**config.mk**
```make
export PLATFORM = sky130hd
export DESIGN_NAME = tpc_channel
export DESIGN_NICKNAME = d
export VERILOG_FILES = /design/src/common/tpc_pkg.sv /design/src/tpc_channel.sv
export SDC_FILE = /design/constraint.sdc
export NUM_CORES = 1
export LEC_CHECK = 0
export BUFFER_PORTS_ARGS = -buffer_cell sky130_fd_sc_hd__clkbuf_2
export CAP_MARGIN = 20
export CORE_ASPECT_RATIO = 0.5
export CORE_MARGIN = 2
export CORE_UTILIZATION = 44
export DETAILED_ROUTE_END_ITERATION = 8
export PLACE_DENSITY = 0.82
export REMOVE_ABC_BUFFERS = 1
export SETUP_SLACK_MARGIN = 0.2
export SYNTH_ARGS = -nofsm -noshare
export SYNTH_HDL_FRONTEND = slang
export SYNTH_SLANG_ARGS = --single-unit
```
**constraint.sdc**
```tcl
create_clock -name i_clk -period 3.2 [get_ports i_clk]
set_input_delay 0.32 -clock i_clk [delete_from_list [all_inputs] [get_ports i_clk]]
set_output_delay 0.32 -clock i_clk [all_outputs]
set_load 0.01 [all_outputs]
```
**src/common/tpc_pkg.sv**
```systemverilog
// Purpose: Shared constants and types for the timer channel control block
// Assumes: 32-bit APB, one word per register, 125 MHz clock
// Notes: Functional notes below
// Functional notes
// - Input capture sets the event flag on the selected pin edge
// - Compare and PWM modes set the flag on counter match
// - PWM at zero or full duty never sets the flag
// - Channel irq request while flag and enable both set
// - Flag clears by read-while-set then write zero; writing one is ignored
// - New event between read and write restarts the clear sequence
// - Reset clears flag and interrupt enable
// - Without center select, mode B one means edge PWM
// - Without center select and B zero, A picks capture or compare
// - Edge/level code 00 releases the pin in every mode
// - Capture codes: 01 rising, 10 falling, 11 both edges
// - Compare codes: 01 toggle, 10 drive low, 11 drive high
// - Edge PWM: 10 high-true clear on match, X1 low-true set
// - Center PWM: 10 clear on up match, X1 set on up match
// - Center select forces center PWM and up/down counting
// - Any channel status/control register write resets the value byte latch
package tpc_pkg;

  // Byte offsets of the registers
  localparam logic [7:0] TPC_OFS_CSC = 8'h00;
  localparam logic [7:0] TPC_OFS_TIMER_CTRL = 8'h04;
  localparam logic [7:0] TPC_OFS_VALUE = 8'h08;
  localparam logic [7:0] TPC_OFS_IRQ_STATUS = 8'h0c;
  localparam logic [7:0] TPC_OFS_IRQ_MASK = 8'h10;

  // Field positions in the channel status/control register
  localparam int TPC_BIT_FLAG = 7;
  localparam int TPC_BIT_IE = 6;
  localparam int TPC_BIT_MSB = 5;
  localparam int TPC_BIT_MSA = 4;
  localparam int TPC_BIT_ELSB = 3;
  localparam int TPC_BIT_ELSA = 2;

  // Field positions in timer control and interrupt registers
  localparam int TPC_BIT_CENTER = 0;
  localparam int TPC_BIT_EVENT = 0;

  // Reset values
  localparam logic [15:0] TPC_RST_VALUE = 16'h0000;
  localparam logic TPC_RST_BIT = 1'b0;

  // Edge/level codes
  localparam logic [1:0] TPC_ELS_OFF = 2'h0;
  localparam logic [1:0] TPC_ELS_01 = 2'h1;
  localparam logic [1:0] TPC_ELS_10 = 2'h2;
  localparam logic [1:0] TPC_ELS_11 = 2'h3;

  // Channel control fields
  typedef struct packed {
    logic flag;
    logic irq_en;
    logic mode_sel_b;
    logic mode_sel_a;
    logic [1:0] edge_level;
  } tpc_csc_type;

  // Channel operating modes
  typedef enum logic [1:0] {
    TPC_MODE_CAPTURE,
    TPC_MODE_COMPARE,
    TPC_MODE_EDGE_PWM,
    TPC_MODE_CENTER_PWM
  } tpc_mode_type;

  // Mode decode from center select and the two mode bits
  function automatic tpc_mode_type tpc_decode_mode(input logic center,
                                                   input logic msb,
                                                   input logic msa);
    tpc_mode_type m;
    if (center) begin
      m = TPC_MODE_CENTER_PWM;
    end else if (msb) begin
      m = TPC_MODE_EDGE_PWM;
    end else if (msa) begin
      m = TPC_MODE_COMPARE;
    end else begin
      m = TPC_MODE_CAPTURE;
    end
    return m;
  endfunction

endpackage

```
**src/tpc_channel.sv**
```systemverilog
// Purpose: One timer channel: status/control, capture, compare and PWM pin logic
// Assumes: Main counter lives outside and reports value, direction and change pulse
// Notes: APB slave with no wait states; outputs registered
//
// The APB register port and the placing of the registers were chosen for this implementation.
`timescale 1ns/1ps
`default_nettype none

module tpc_channel
  import tpc_pkg::*;
#(
  parameter int CNT_W = 16
) (
  // Clock and reset
  input wire logic i_clk,
  input wire logic i_sys_rst,
  // APB slave
  input wire logic i_psel,
  input wire logic i_penable,
  input wire logic i_pwrite,
  input wire logic [7:0] i_paddr,
  input wire logic [31:0] i_pwdata,
  output logic o_pready,
  output logic [31:0] o_prdata,
  output logic o_pslverr,
  // Main counter status
  input wire logic [CNT_W-1:0] i_count,
  input wire logic [CNT_W-1:0] i_modulo,
  input wire logic i_count_tick,
  input wire logic i_count_down,
  // Counter and value latch control
  output logic o_center_mode,
  output logic o_value_latch_reset,
  // Channel pin
  input wire logic i_pin,
  output logic o_pin,
  output logic o_pin_oe,
  output logic o_pin_timer_own,
  // Interrupts
  output logic o_chan_irq,
  output logic o_irq
);

  tpc_csc_type csc;
  logic center_pwm_select;
  logic [CNT_W-1:0] chan_value;
  logic irq_status;
  logic irq_mask;
  logic clear_armed;
  logic pin_meta;
  logic pin_sync;
  logic pin_prev;
  logic pin_level;
  tpc_mode_type mode;
  logic acc;
  logic wr;
  logic rd;
  logic csc_wr;
  logic csc_rd;
  logic rise;
  logic fall;
  logic edge_hit;
  logic match;
  logic duty_extreme;
  logic chan_event;
  logic period_start;
  logic next_pin;
  logic [31:0] next_rdata;
  logic next_err;

  // Completed APB access and its decode
  assign acc = i_psel && i_penable && o_pready;
  assign wr = acc && i_pwrite;
  assign rd = acc && !i_pwrite;
  assign csc_wr = wr && (i_paddr == TPC_OFS_CSC);
  assign csc_rd = rd && (i_paddr == TPC_OFS_CSC);

  // Mode decode
  assign mode = tpc_decode_mode(center_pwm_select, csc.mode_sel_b,
                                csc.mode_sel_a);

  // Pin edge detection on synchronised input
  assign rise = pin_sync && !pin_prev;
  assign fall = !pin_sync && pin_prev;
  always_comb begin
    case (csc.edge_level)
      TPC_ELS_01: edge_hit = rise;
      TPC_ELS_10: edge_hit = fall;
      TPC_ELS_11: edge_hit = rise || fall;
      default: edge_hit = 1'b0;
    endcase
  end

  // Counter match and zero/full duty detection
  assign match = i_count_tick && (i_count == chan_value);
  assign duty_extreme = (chan_value == '0) ||
                        ((i_modulo != '0) && (chan_value > i_modulo));
  assign period_start = i_count_tick && (i_count == '0);

  // Channel event source per mode
  always_comb begin
    case (mode)
      TPC_MODE_CAPTURE: chan_event = edge_hit;
      TPC_MODE_COMPARE: chan_event = match;
      TPC_MODE_EDGE_PWM,
      TPC_MODE_CENTER_PWM: chan_event = match && !duty_extreme;
      default: chan_event = 1'b0;
    endcase
  end

  // APB ready: no wait state, high in the first access cycle
  always_ff @(posedge i_clk or posedge i_sys_rst) begin
    if (i_sys_rst) begin
      o_pready <= 1'b0;
    end else begin
      o_pready <= i_psel && !i_penable && !o_pready;
    end
  end

  // Read data and error selection
  always_comb begin
    next_rdata = 32'h0000_0000;
    next_err = 1'b0;
    case (i_paddr)
      TPC_OFS_CSC: next_rdata[7:2] = csc;
      TPC_OFS_TIMER_CTRL: next_rdata[TPC_BIT_CENTER] = center_pwm_select;
      TPC_OFS_VALUE: next_rdata[CNT_W-1:0] = chan_value;
      TPC_OFS_IRQ_STATUS: next_rdata[TPC_BIT_EVENT] = irq_status;
      TPC_OFS_IRQ_MASK: next_rdata[TPC_BIT_EVENT] = irq_mask;
      default: next_err = 1'b1;
    endcase
  end

  // Registered read data and error, captured at setup
  always_ff @(posedge i_clk or posedge i_sys_rst) begin
    if (i_sys_rst) begin
      o_prdata <= 32'h0000_0000;
      o_pslverr <= 1'b0;
    end else if (i_psel && !i_penable) begin
      o_prdata <= i_pwrite ? 32'h0000_0000 : next_rdata;
      o_pslverr <= next_err;
    end else if (acc) begin
      o_prdata <= 32'h0000_0000;
      o_pslverr <= 1'b0;
    end
  end

  // Channel event flag with read-then-write-zero clear
  always_ff @(posedge i_clk or posedge i_sys_rst) begin
    if (i_sys_rst) begin
      csc.flag <= TPC_RST_BIT;
      clear_armed <= 1'b0;
    end else if (chan_event) begin
      csc.flag <= 1'b1;
      clear_armed <= 1'b0;
    end else if (csc_wr) begin
      if (clear_armed && !i_pwdata[TPC_BIT_FLAG]) begin
        csc.flag <= 1'b0;
      end
      clear_armed <= 1'b0;
    end else if (csc_rd && csc.flag) begin
      clear_armed <= 1'b1;
    end
  end

  // Control fields of the channel register
  always_ff @(posedge i_clk or posedge i_sys_rst) begin
    if (i_sys_rst) begin
      csc.irq_en <= TPC_RST_BIT;
      csc.mode_sel_b <= TPC_RST_BIT;
      csc.mode_sel_a <= TPC_RST_BIT;
      csc.edge_level <= TPC_ELS_OFF;
    end else if (csc_wr) begin
      csc.irq_en <= i_pwdata[TPC_BIT_IE];
      csc.mode_sel_b <= i_pwdata[TPC_BIT_MSB];
      csc.mode_sel_a <= i_pwdata[TPC_BIT_MSA];
      csc.edge_level <= i_pwdata[TPC_BIT_ELSB:TPC_BIT_ELSA];
    end
  end

  // Timer-wide center select
  always_ff @(posedge i_clk or posedge i_sys_rst) begin
    if (i_sys_rst) begin
      center_pwm_select <= TPC_RST_BIT;
    end else if (wr && (i_paddr == TPC_OFS_TIMER_CTRL)) begin
      center_pwm_select <= i_pwdata[TPC_BIT_CENTER];
    end
  end

  // Channel value: captured in capture mode, software writes ignored there
  always_ff @(posedge i_clk or posedge i_sys_rst) begin
    if (i_sys_rst) begin
      chan_value <= TPC_RST_VALUE[CNT_W-1:0];
    end else if (mode == TPC_MODE_CAPTURE) begin
      if (edge_hit) begin
        chan_value <= i_count;
      end
    end else if (wr && (i_paddr == TPC_OFS_VALUE)) begin
      chan_value <= i_pwdata[CNT_W-1:0];
    end
  end

  // Sticky interrupt status, write one clears, event wins
  always_ff @(posedge i_clk or posedge i_sys_rst) begin
    if (i_sys_rst) begin
      irq_status <= TPC_RST_BIT;
    end else if (chan_event) begin
      irq_status <= 1'b1;
    end else if (wr && (i_paddr == TPC_OFS_IRQ_STATUS) && i_pwdata[TPC_BIT_EVENT]) begin
      irq_status <= 1'b0;
    end
  end

  // Interrupt mask
  always_ff @(posedge i_clk or posedge i_sys_rst) begin
    if (i_sys_rst) begin
      irq_mask <= TPC_RST_BIT;
    end else if (wr && (i_paddr == TPC_OFS_IRQ_MASK)) begin
      irq_mask <= i_pwdata[TPC_BIT_EVENT];
    end
  end

  // Registered interrupt outputs
  always_ff @(posedge i_clk or posedge i_sys_rst) begin
    if (i_sys_rst) begin
      o_chan_irq <= 1'b0;
      o_irq <= 1'b0;
    end else begin
      o_chan_irq <= csc.flag && csc.irq_en;
      o_irq <= irq_status && irq_mask;
    end
  end

  // Pin synchroniser; prev tracks always so a settled pin gives no edge
  always_ff @(posedge i_clk or posedge i_sys_rst) begin
    if (i_sys_rst) begin
      pin_meta <= 1'b0;
      pin_sync <= 1'b0;
      pin_prev <= 1'b0;
    end else begin
      pin_meta <= i_pin;
      pin_sync <= pin_meta;
      pin_prev <= pin_sync;
    end
  end

  // Output level for compare and PWM modes
  always_comb begin
    next_pin = pin_level;
    case (mode)
      TPC_MODE_COMPARE: begin
        if (match) begin
          case (csc.edge_level)
            TPC_ELS_01: next_pin = !pin_level;
            TPC_ELS_10: next_pin = 1'b0;
            TPC_ELS_11: next_pin = 1'b1;
            default: next_pin = pin_level;
          endcase
        end
      end
      TPC_MODE_EDGE_PWM: begin
        if (chan_value == '0) begin
          next_pin = csc.edge_level[0];
        end else if (match) begin
          next_pin = csc.edge_level[0];
        end else if (period_start) begin
          next_pin = !csc.edge_level[0];
        end
      end
      TPC_MODE_CENTER_PWM: begin
        if (chan_value == '0) begin
          next_pin = csc.edge_level[0];
        end else if (match) begin
          next_pin = i_count_down ? !csc.edge_level[0]
                                  : csc.edge_level[0];
        end
      end
      default: next_pin = pin_level;
    endcase
  end

  // Pin level register
  always_ff @(posedge i_clk or posedge i_sys_rst) begin
    if (i_sys_rst) begin
      pin_level <= 1'b0;
    end else begin
      pin_level <= next_pin;
    end
  end

  // Pin drivers and ownership
  always_ff @(posedge i_clk or posedge i_sys_rst) begin
    if (i_sys_rst) begin
      o_pin <= 1'b0;
      o_pin_oe <= 1'b0;
      o_pin_timer_own <= 1'b0;
    end else begin
      o_pin <= next_pin;
      o_pin_oe <= (csc.edge_level != TPC_ELS_OFF) &&
                  (mode != TPC_MODE_CAPTURE);
      o_pin_timer_own <= (csc.edge_level != TPC_ELS_OFF);
    end
  end

  // Counter mode and value latch reset
  always_ff @(posedge i_clk or posedge i_sys_rst) begin
    if (i_sys_rst) begin
      o_center_mode <= 1'b0;
      o_value_latch_reset <= 1'b0;
    end else begin
      o_center_mode <= center_pwm_select;
      o_value_latch_reset <= csc_wr;
    end
  end

endmodule

`default_nettype wire

```
==> flow_metrics.tcl, run 1 <==
set metrics [dict create \
    status "finished, final reports clean" \
    core_area_sq_um 7430 \
    peakVddDrop_uv 264 \
    nets 557 \
    avgRoutedWirePerCell_microns 16.0 \
    n_antenna_cell 0 \
    clock_latency_ps 300 \
    yosysMostFrequentCell "dfrtp_1" \
    first_global_vias 2917 \
    cts_setup_buffers 0 \
    cp-start-kind "flip-flop" \
    syn_inst 367 \
    critPathBufInv 2 \
    power_density_nw_per_um2 367 \
    cts_max_level 2 \
    intPower_mw 1.13 \
    hold_buffers 0 \
    design_power_total_mw 1.49 \
    synth_top_cell_area_share_pct 39.6 \
    synthesis.area_sq_um 3410 \
    num_rows 22 \
    yosysUniqueCellTypes 61 \
    maxCapViolations 0 \
    crit_family "flip-flops" \
    synthTopCellsByArea "dfrtp_1 40%, ha_1 8.1%, nand2_1 5.2%, a22o_1 4.1%, buf_4 3.7%" \
    crit_path_top_delay_cell "dfrtp_1" \
    die_x_microns 129 \
    n_fill_cell 653 \
    comb_power_share_pct 10.8 \
    max_stage_delay_ps 560 \
    grtUsageTotal_pct 21.7 \
    max_freq_ghz 0.424 \
    dpl.hpwl_microns 6900 \
    layout_min_cycle_time_ps 2360 \
    setup_viol 0 \
    timing.final.crit_share_pct 73.6 \
    port_buffers 88 \
    cts_resized 0 \
    cp.arrival_ps 2570 \
    dr.first_iter.drc_count 227 \
    seq_area_frac_synth_pct 39.6 \
    cts-root-buf "clkbuf_16" \
    cp_data_required_time_ps 3410 \
    boundaryPins 121 \
    top_regs "chan_value (16), o_prdata (16), csc (6)" \
    cts_num_sinks 54 \
    drive_gt1_share_pct 25.4 \
    gr-total-overflow 0 \
    die_area_sq_um 8510 \
    setup_tns_ps 0 \
    switchingPower_mw 0.363 \
    num_vias 3093 \
    rsz0062_at_grt "false" \
    fin_worst_skew_ps 5.59 \
    tightest_slew_ps 666 \
    antenna_left 0 \
    drv_slew 0 \
    slew_headroom_pct 55.6 \
    synthArstFlopShare_pct 100 \
    synth_top_cell_by_area "dfrtp_1" \
    finalNonFillerCells 552 \
    switching_share_pct 24.3 \
    synthTopCellsByCount "54 x dfrtp_1, 47 x nand2_1, 31 x inv_1, 23 x nor2_1, 22 x ha_1" \
    first_pass_iters 5 \
    critPathMaxFanout 17 \
    place_inst 543 \
    fp.dieH_microns 66.3 \
    grt_pass1_wl_microns 14400 \
    synth_edf_count 0 \
    cts-buffers-inserted 5 \
    grt_max_degree 36 \
    clkPwrFrac_pct 42.5 \
    cp_cell_sequence "inv_1, ha_1, or3_1, o31ai_4, buf_4, nor2_1, a31oi_1" \
    end_kind "flip-flop" \
    hold_violations 0 \
    power_frac_seq_pct 46.7 \
    ys.warnings.count 0 \
    ys.flop_type "dfrtp_1" \
    routed_wl_microns 8820 \
    ys_seq_elements 54 \
    syn_avg_cell_area_sq_um 9.29 \
    clockBufferDepth 2 \
    hold_class "input port to asynchronous set/reset pin" \
    gp_congestion 0.896 \
    start_util_pct 45.9 \
    cts_tree "done" \
    ff2ff_setup_slack_ps 840 \
    crit_type "flip-flop to flip-flop" \
    antenna_found_initial 0 \
    area_growth_pct 19.2 \
    clk_pin_slew_ps 70 \
    power.leakage_nw 2.10 \
    drc 0 \
    vias_per_cell 5.60 \
]
path summary, 6_finish.rpt:
check                            endpoint      start  cells after the start
hold reg to reg                  pin_sync   pin_meta                      0
min in group i_clk               pin_meta      i_pin                      1
max in group asynchronous   chan_value[3]  i_sys_rst                      3
hold / removal               o_prdata[15]  i_sys_rst                      2
setup / recovery           chan_value[11]     csc[0]                      7
setup reg to reg           chan_value[11]     csc[0]                      7
per-stage QoR:
step | cell area (sq um) | hold slack, ps | setup slack, ps | utilization [%]
6_report | 4070 | 0.979 | 843 | 54.7
5_1_grt | 4070 | 41.5 | 690 | 54.7
4_1_cts | 4060 | 23.4 | 853 | 54.6
3_5_place_dp | 3880 | 334 | 649 | 52.3
3_3_place_gp | 3860 | 332 | 727 | 52.0
2_1_floorplan | 3280 | 331 | 1010 | -
power groups by stage:
stage,Sequential [mW],Clock [mW],Combinational (mW)
3_3_place_gp,0.709,0,0.151
3_5_place_dp,0.710,0,0.158
5_1_grt,0.697,0.667,0.182
4_1_cts,0.696,0.634,0.160
6_report,0.696,0.633,0.162
2_1_floorplan,0.709,0,0.0769
layer usage:
| layer | global-route usage, % | part of all wire [%] | up-vias |
|---|---|---|---|
| li1 | - | - | 1469 |
| met1 | 30.4 | 44 | 1455 |
| met2 | 34.8 | 45 | 153 |
| met3 | 4.85 | 9.6 | 16 |
| met4 | 4.62 | 1.2 | 0 |
| met5 | 0 | 0 | - |
layout by cell type (no fill, tap or decap), types with 2 or more instances in the layout:
cell,n
dfrtp_1,54
a31oi_1,17
a21oi_1,4
a21o_1,7
nand2b_1,3
a22o_1,16
nor4_1,10
or2_2,2
o21a_1,2
nand4_1,6
nor2b_1,2
or3_1,5
nor2_1,23
and4_1,4
mux2i_1,3
o21ai_0,12
conb_1,16
and2_1,5
o211ai_1,2
ha_1,22
nand2_1,47
nand3_1,8
o221a_2,2
xor2_1,8
clkbuf_2,88
nor3_1,5
buf_4,4
xnor2_1,5
inv_1,30
clkbuf_16,5
mux2_2,2
a22oi_1,3
nor3_2,2
cells by family after synthesis:
| logic type | after synthesis | synth area share [%] |
|---|---|---|
| DFF | 54 | 39.6 |
| adders and majority gates | 22 | 8.07 |
| buffers and inverters | 58 | 8.84 |
| xor gates and xnor gates | 13 | 3.34 |
| other | 1 | 0.110 |
| AOI/OAI and AO/OA | 81 | 17.7 |
| muxes | 6 | 1.87 |
| and+or+nand+nor | 132 | 20.4 |
area by class of cell:
class / count / area [sq um] / area share [%]
Clock buffer: 5 / 125 / 3.08
Sequential cell: 54 / 1350 / 33.2
Inverter: 31 / 116 / 2.86
Clock inverter: 3 / 47.5 / 1.17
Multi-Input combinational cell: 270 / 1810 / 44.6
Tap cell: 96 / 120 / 2.95
Timing Repair Buffer: 93 / 490 / 12.1
Note: power is estimated with default switching activity, not from simulation.
==> run 2: changes to the inputs <==
- ABC_AREA: default -> 1
- PLACE_DENSITY: 0.82 -> 0.84
- clock period: 3.2 -> 2 ns (I/O delays scaled with it)
==> run 2 against run 1 <==
Worst setup slack got worse by 630 ps. Count of clock-buffer cells in the layout increased by 1. Highest routed layer unchanged. Power rose by 67%. Largest cell class unchanged. Hold slack better by 11 ps. Sequential share of layout area down 3.4 points. Cell count rose by 23%. Global-route usage about the same. Register-to-register slack got worse by 630 ps.
==> flow_metrics.tcl, run 2 <==
set metrics [dict create \
    clock_latency_ps 300 \
    cts-root-buf "clkbuf_16" \
    core_area_sq_um 7540 \
    layout_min_cycle_time_ps 1790 \
    crit_path_top_delay_cell "dfrtp_1" \
    ys.flop_type "dfrtp_1" \
    dr.first_iter.drc_count 393 \
    worstHoldPathCells 1 \
    start_util_pct 46.6 \
    synthTopCellsByCount "118 x nand2_1, 75 x inv_1, 54 x dfrtp_1, 36 x nor2_1, 31 x o21ai_0" \
    area_growth_pct 29.3 \
    seq_area_frac_synth_pct 38.4 \
    first_pass_iters 6 \
    critPathMaxFanout 8 \
    grt_max_degree 33 \
    grt-busiest-layer "met2" \
    drc 0 \
    routed_wl_microns 10300 \
    top_regs "chan_value (16), o_prdata (16), csc (6)" \
    die_x_microns 130 \
    drv_slew 0 \
    gp_congestion 0.900 \
    grtUsageTotal_pct 21.7 \
    min_from "i_pin" \
    cp-start-kind "flip-flop" \
    port_buffers 88 \
    synth_edf_count 0 \
    slew_headroom_pct 57.9 \
    layout_commonest_cell "nand2_1" \
    antenna_left 0 \
    synth_top_cell_by_area "dfrtp_1" \
    met1_usage_pct 28.1 \
    cts_num_sinks 54 \
    timing.final.crit_share_pct 89.4 \
    hold_class "input port to flip-flop" \
    synthesis.area_sq_um 3520 \
    finalNonFillerCells 681 \
    max_stage_delay_ps 430 \
    ys.warnings.count 0 \
    ys_seq_elements 54 \
    first_global_vias 3214 \
    syn_inst 459 \
    maxCapViolations 0 \
    num_rows 22 \
    vias_per_cell 5.35 \
    gr-total-overflow 0 \
    final_cell_mix "110 x nand2_1, 88 x clkbuf_2, 68 x inv_1, 48 x dfrtp_1, 32 x nor2_1" \
    fin_worst_skew_ps 5.43 \
    synthArstFlopShare_pct 100 \
    power_density_nw_per_um2 546 \
    cp.arrival_ps 1960 \
    max_freq_ghz 0.559 \
    end_kind "flip-flop" \
    power.leakage_nw 2.41 \
    yosysMostFrequentCell "nand2_1" \
    r2r_end "chan_value[11]" \
    cts-buffers-inserted 5 \
    setup_tns_ps 0 \
    ff2ff_setup_slack_ps 210 \
    nets 674 \
    clockBufferDepth 2 \
    met2_usage_pct 38.8 \
    reg2reg_depth 9 \
    crit_type "flip-flop to flip-flop" \
    cp_data_required_time_ps 2170 \
    die_area_sq_um 8770 \
    yosysUniqueCellTypes 35 \
    boundaryPins 121 \
    drive_gt1_share_pct 29.3 \
    syn_avg_cell_area_sq_um 7.66 \
    synth_top_cell_area_share_pct 38.4 \
    holdPathEnd "pin_meta" \
    rsz0062_at_grt "false" \
    peakVddDrop_uv 370 \
    dpl.hpwl_microns 7030 \
    cp_cell_sequence "nor2_1, inv_2, nor2_4, buf_4, o31ai_4, buf_6, clkbuf_16, o211ai_1, o21ai_0" \
    antenna_found_initial 0 \
    grt_pass1_wl_microns 14800 \
    avgRoutedWirePerCell_microns 15.1 \
    status "finished, final reports clean" \
    r2r-start "csc[3]" \
    fp.dieH_microns 67.2 \
    cts_max_level 2 \
    setup_viol 0 \
    cts_tree "done" \
    clk_pin_slew_ps 70 \
    hold_violations 0 \
    num_vias 3643 \
    synthTopCellsByArea "dfrtp_1 38%, nand2_1 13%, inv_1 8.0%, ha_1 7.8%, o21ai_0 4.4%" \
    n_antenna_cell 0 \
    tightest_slew_ps 626 \
    use_met3_pct 4.44 \
    place_inst 653 \
]
## run 2: cell count changes after synthesis, sizes merged, moves of 12 or more
cell | previous run | this run
a31oi | 17 | 2
nor2 | 23 | 39
a22o | 16 | 4
o211ai | 2 | 16
inv | 31 | 77
o21ai | 13 | 35
nand2 | 48 | 118
## run 2: cell type report
cell class,instances,area [sq um]
fill,644,2990
sequential,54,1360
timing repair buffer,116,721
clock inverter,2,12.5
clock buffer,6,139
multi-input combinational,318,1890
tap,108,135
inverter,77,292
## run 2: cells by family (layout without fill, tap and decap cells)
| group | count (synthesis) | after routing | share of synthesized area, % |
|---|---|---|---|
| buffers and inverters | 102 | 201 | 13.3 |
| DFF | 54 | 54 | 38.4 |
| AOI/OAI and AO/OA | 86 | 86 | 16.1 |
| and+or+nand+nor | 190 | 190 | 23.3 |
| xor gates and xnor gates | 4 | 4 | 0.996 |
| other | 1 | 16 | 0.107 |
| adders and majority gates | 22 | 22 | 7.83 |
## run 2: worst max-delay path by stage
stage                            startpoint        endpoint  slack, ps  cells after the start
after floorplan           center_pwm_select   chan_value[4]        120                      7
after global placement               csc[0]   chan_value[7]        220                      9
after detailed placement             csc[0]  chan_value[13]        130                      9
after CTS                            csc[0]  chan_value[11]        210                      9
after global routing          chan_value[6]     clear_armed        100                     11
final                                csc[3]  chan_value[11]        210                      9
## run 2: critical path: cells and delay by family, from the launching register on
family                 cells  cell delay (ps)
AND/OR/NAND/NOR            2              400
flip-flops                 1              430
buffers and inverters      4              570
AO/OA/AOI/OAI              3              280
## run 2: report_power, final
group / internal (mW) / total [mW] / switching (mW)
clock: 0.497 / 0.904 / 0.407
combinational: 0.174 / 0.429 / 0.254
sequential: 1.12 / 1.15 / 0.0320
## run 2: stage by stage
step / hold slack, ps / total power [mW] / utilization (%) / area (sq um) / setup WS [ps]
after global routing: 17.8 / 2.58 / 60.3 / 4550 / 102
after CTS: 17.4 / 2.41 / 55.9 / 4220 / 208
after global placement: 267 / 1.50 / 53.6 / 4040 / 218
after detailed placement: 279 / 1.52 / 53.6 / 4040 / 134
after floorplan: 231 / 1.36 / - / 3400 / 119
final: 12.3 / 2.48 / 60.3 / 4550 / 211
## run 2: per-layer routing
metal	up-vias	part of all wire, %
li1	1703	-
met1	1674	41
met2	213	46
met3	53	9.4
met4	0	3.6
met5	-	0
## run 2: what timing repair did
action                     CTS  global route
buffers inserted             0            17
hold endpoints to repair    24             0
gates cloned                 0             2
resized for setup            3            44
hold buffers                 1             0
setup endpoints to repair   16            20
pin swaps                    0            18
==> run 3: changes to the inputs <==
- CORE_UTILIZATION: 44 -> 46
- CTS_CLUSTER_DIAMETER: default -> 100
- PLACE_DENSITY: 0.84 -> 0.77
==> run 3 against run 2 <==
Sequential share of layout area grew 1.3 points. Cell area fell by 4.4%. Maximum frequency up 3.2%. Clock skew is 2.5 ps higher. Power shrank 3.1%. Global-route usage shrank 0.26 points. Flip-flop and latch count stayed put. Critical endpoint is now o_pin. Largest cell class unchanged. Largest power group unchanged.
==> flow_metrics.tcl, run 3 (synthesis results as in run 2) <==
set metrics [dict create \
    tightest_slew_ps 496 \
    gr-total-overflow 0 \
    cts_max_level 2 \
    comb_power_share_pct 15.5 \
    design_power_total_mw 2.41 \
    timing.final.crit_share_pct 86.6 \
    nets 666 \
    place_ws_ps 145 \
    worstHoldPathCells 1 \
    n_antenna_cell 0 \
    rsz0062_at_grt "true" \
    reg2reg_depth 10 \
    grtUsageTotal_pct 21.5 \
    vias_per_cell 5.20 \
    final_cell_mix "116 x nand2_1, 88 x clkbuf_2, 71 x inv_1, 51 x dfrtp_1, 34 x nor2_1" \
    gp_congestion 0.905 \
    first_pass_iters 5 \
    clock_latency_ps 300 \
    drv_slew 0 \
    dpl.hpwl_microns 7030 \
    clkPwrFrac_pct 36.9 \
    switchingPower_mw 0.643 \
    setup_viol 0 \
    place_inst 643 \
    hold_class "input port to flip-flop" \
    drive_gt1_share_pct 24.2 \
    power_frac_seq_pct 47.6 \
    start_util_pct 47.7 \
    antenna_left 0 \
    layout_min_cycle_time_ps 1730 \
    r2r-start "center_pwm_select" \
    max_freq_ghz 0.577 \
    cts-buffers-inserted 5 \
    power.leakage_nw 2.37 \
    drc 0 \
    antenna_found_initial 0 \
    peakVddDrop_uv 339 \
    cts-root-buf "clkbuf_16" \
    cts_num_sinks 54 \
    maxCapViolations 0 \
    routed_wl_microns 9340 \
    fp.dieH_microns 65.8 \
    critPathMaxFanout 6 \
    slew_headroom_pct 66.6 \
    intPower_mw 1.76 \
    fin_ws_ps 267 \
    first_global_vias 2863 \
    layout_commonest_cell "nand2_1" \
    ff2ff_setup_slack_ps 270 \
    cp.arrival_ps 1910 \
    min_from "i_pin" \
    top_regs "chan_value (16), o_prdata (16), csc (6)" \
    hold_violations 0 \
    switching_share_pct 26.7 \
    fin_util_pct 59.0 \
    grt_pass1_wl_microns 13900 \
    die_x_microns 128 \
    num_vias 3434 \
    port_buffers 88 \
    dr.first_iter.drc_count 209 \
    finalNonFillerCells 661 \
    end_kind "flip-flop" \
    grt_max_degree 36 \
    setup_tns_ps 0 \
    regArea_sq_um 1360 \
    status "finished, final reports clean" \
    cp-start-kind "flip-flop" \
    cp_data_required_time_ps 2180 \
    cts_tree "done" \
    multi_input_area_sq_um 1780 \
    power_density_nw_per_um2 553 \
    clockBufferDepth 2 \
    die_area_sq_um 8400 \
    holdPathEnd "pin_meta" \
    n_fill_cell 691 \
    core_area_sq_um 7380 \
    fin_worst_skew_ps 7.88 \
    area_growth_pct 23.7 \
    r2r_end "o_pin" \
    num_rows 22 \
    boundaryPins 121 \
    crit_type "flip-flop to flip-flop" \
    clk_pin_slew_ps 70 \
    avgRoutedWirePerCell_microns 14.1 \
]
run 3: cell count changes in the layout (fill, tap and decap cells not counted), moves of 6 or more:
cell     before  now
nand2_2       8    2
ha_4          7    1
o21ai_0      25   31
buf_4        21   13
nand2_1     110  116
o21ai_1      10    4
ha_1         15   21
run 3: layer usage:
| layer | global-route usage, % | wire length, microns | vias up |
|---|---|---|---|
| met5 | 0 | 0 | - |
| met3 | 4.77 | 728 | 10 |
| met2 | 35.3 | 4150 | 135 |
| met1 | 29.5 | 4380 | 1607 |
| li1 | - | - | 1682 |
| met4 | 4.53 | 85 | 0 |
run 3: timing repair:
item	CTS	global route
setup buffers	0	7
hold endpoints to repair	19	0
cloned	0	2
hold buffers	1	0
pin swaps	0	8
gates resized for setup	1	15
setup endpoints to repair	16	19
run 3: metrics by stage:
stage	instance area, sq um	hold slack, ps
2_1_floorplan	3400	231
3_3_place_gp	4040	218
3_5_place_dp	4040	220
4_1_cts	4210	3.67
5_1_grt	4350	11.5
6_report	4350	10.4
run 3: layout make-up:
class	instances	area share, %
Tap cell	96	2.76
Clock buffer	7	3.28
Sequential cell	54	31.1
Multi-Input combinational cell	318	40.9
Timing Repair Buffer	108	15.2
Clock inverter	1	0.115
Inverter	77	6.64
run 3: worst max-delay path by stage:
stage | start | to | depth (start not counted)
after floorplan | center_pwm_select | chan_value[4] | 7
after global placement | csc[0] | chan_value[13] | 9
after detailed placement | csc[0] | chan_value[9] | 9
after CTS | csc[0] | chan_value[9] | 9
after global routing | chan_value[5] | clear_armed | 12
final | center_pwm_select | o_pin | 10
run 3: power by group through the flow:
stage          Sequential (mW)  Combinational [mW]  Clock, mW
2_1_floorplan             1.16               0.199          0
6_report                  1.15               0.373      0.888
3_5_place_dp              1.17               0.349          0
4_1_cts                   1.15               0.354      0.902
3_3_place_gp              1.17               0.343          0
5_1_grt                   1.15               0.421      0.948
run 3: worst max-delay path, cell delays in order, from the launching register on:
cell,delay (ps)
dfrtp_1,380
buf_4,160
or2_2,300
nor2_1,180
nand3_1,150
nand2_1,100
nand2_1,60
nand2_1,80
nand2_1,50
nor2_1,80
a21oi_1,80
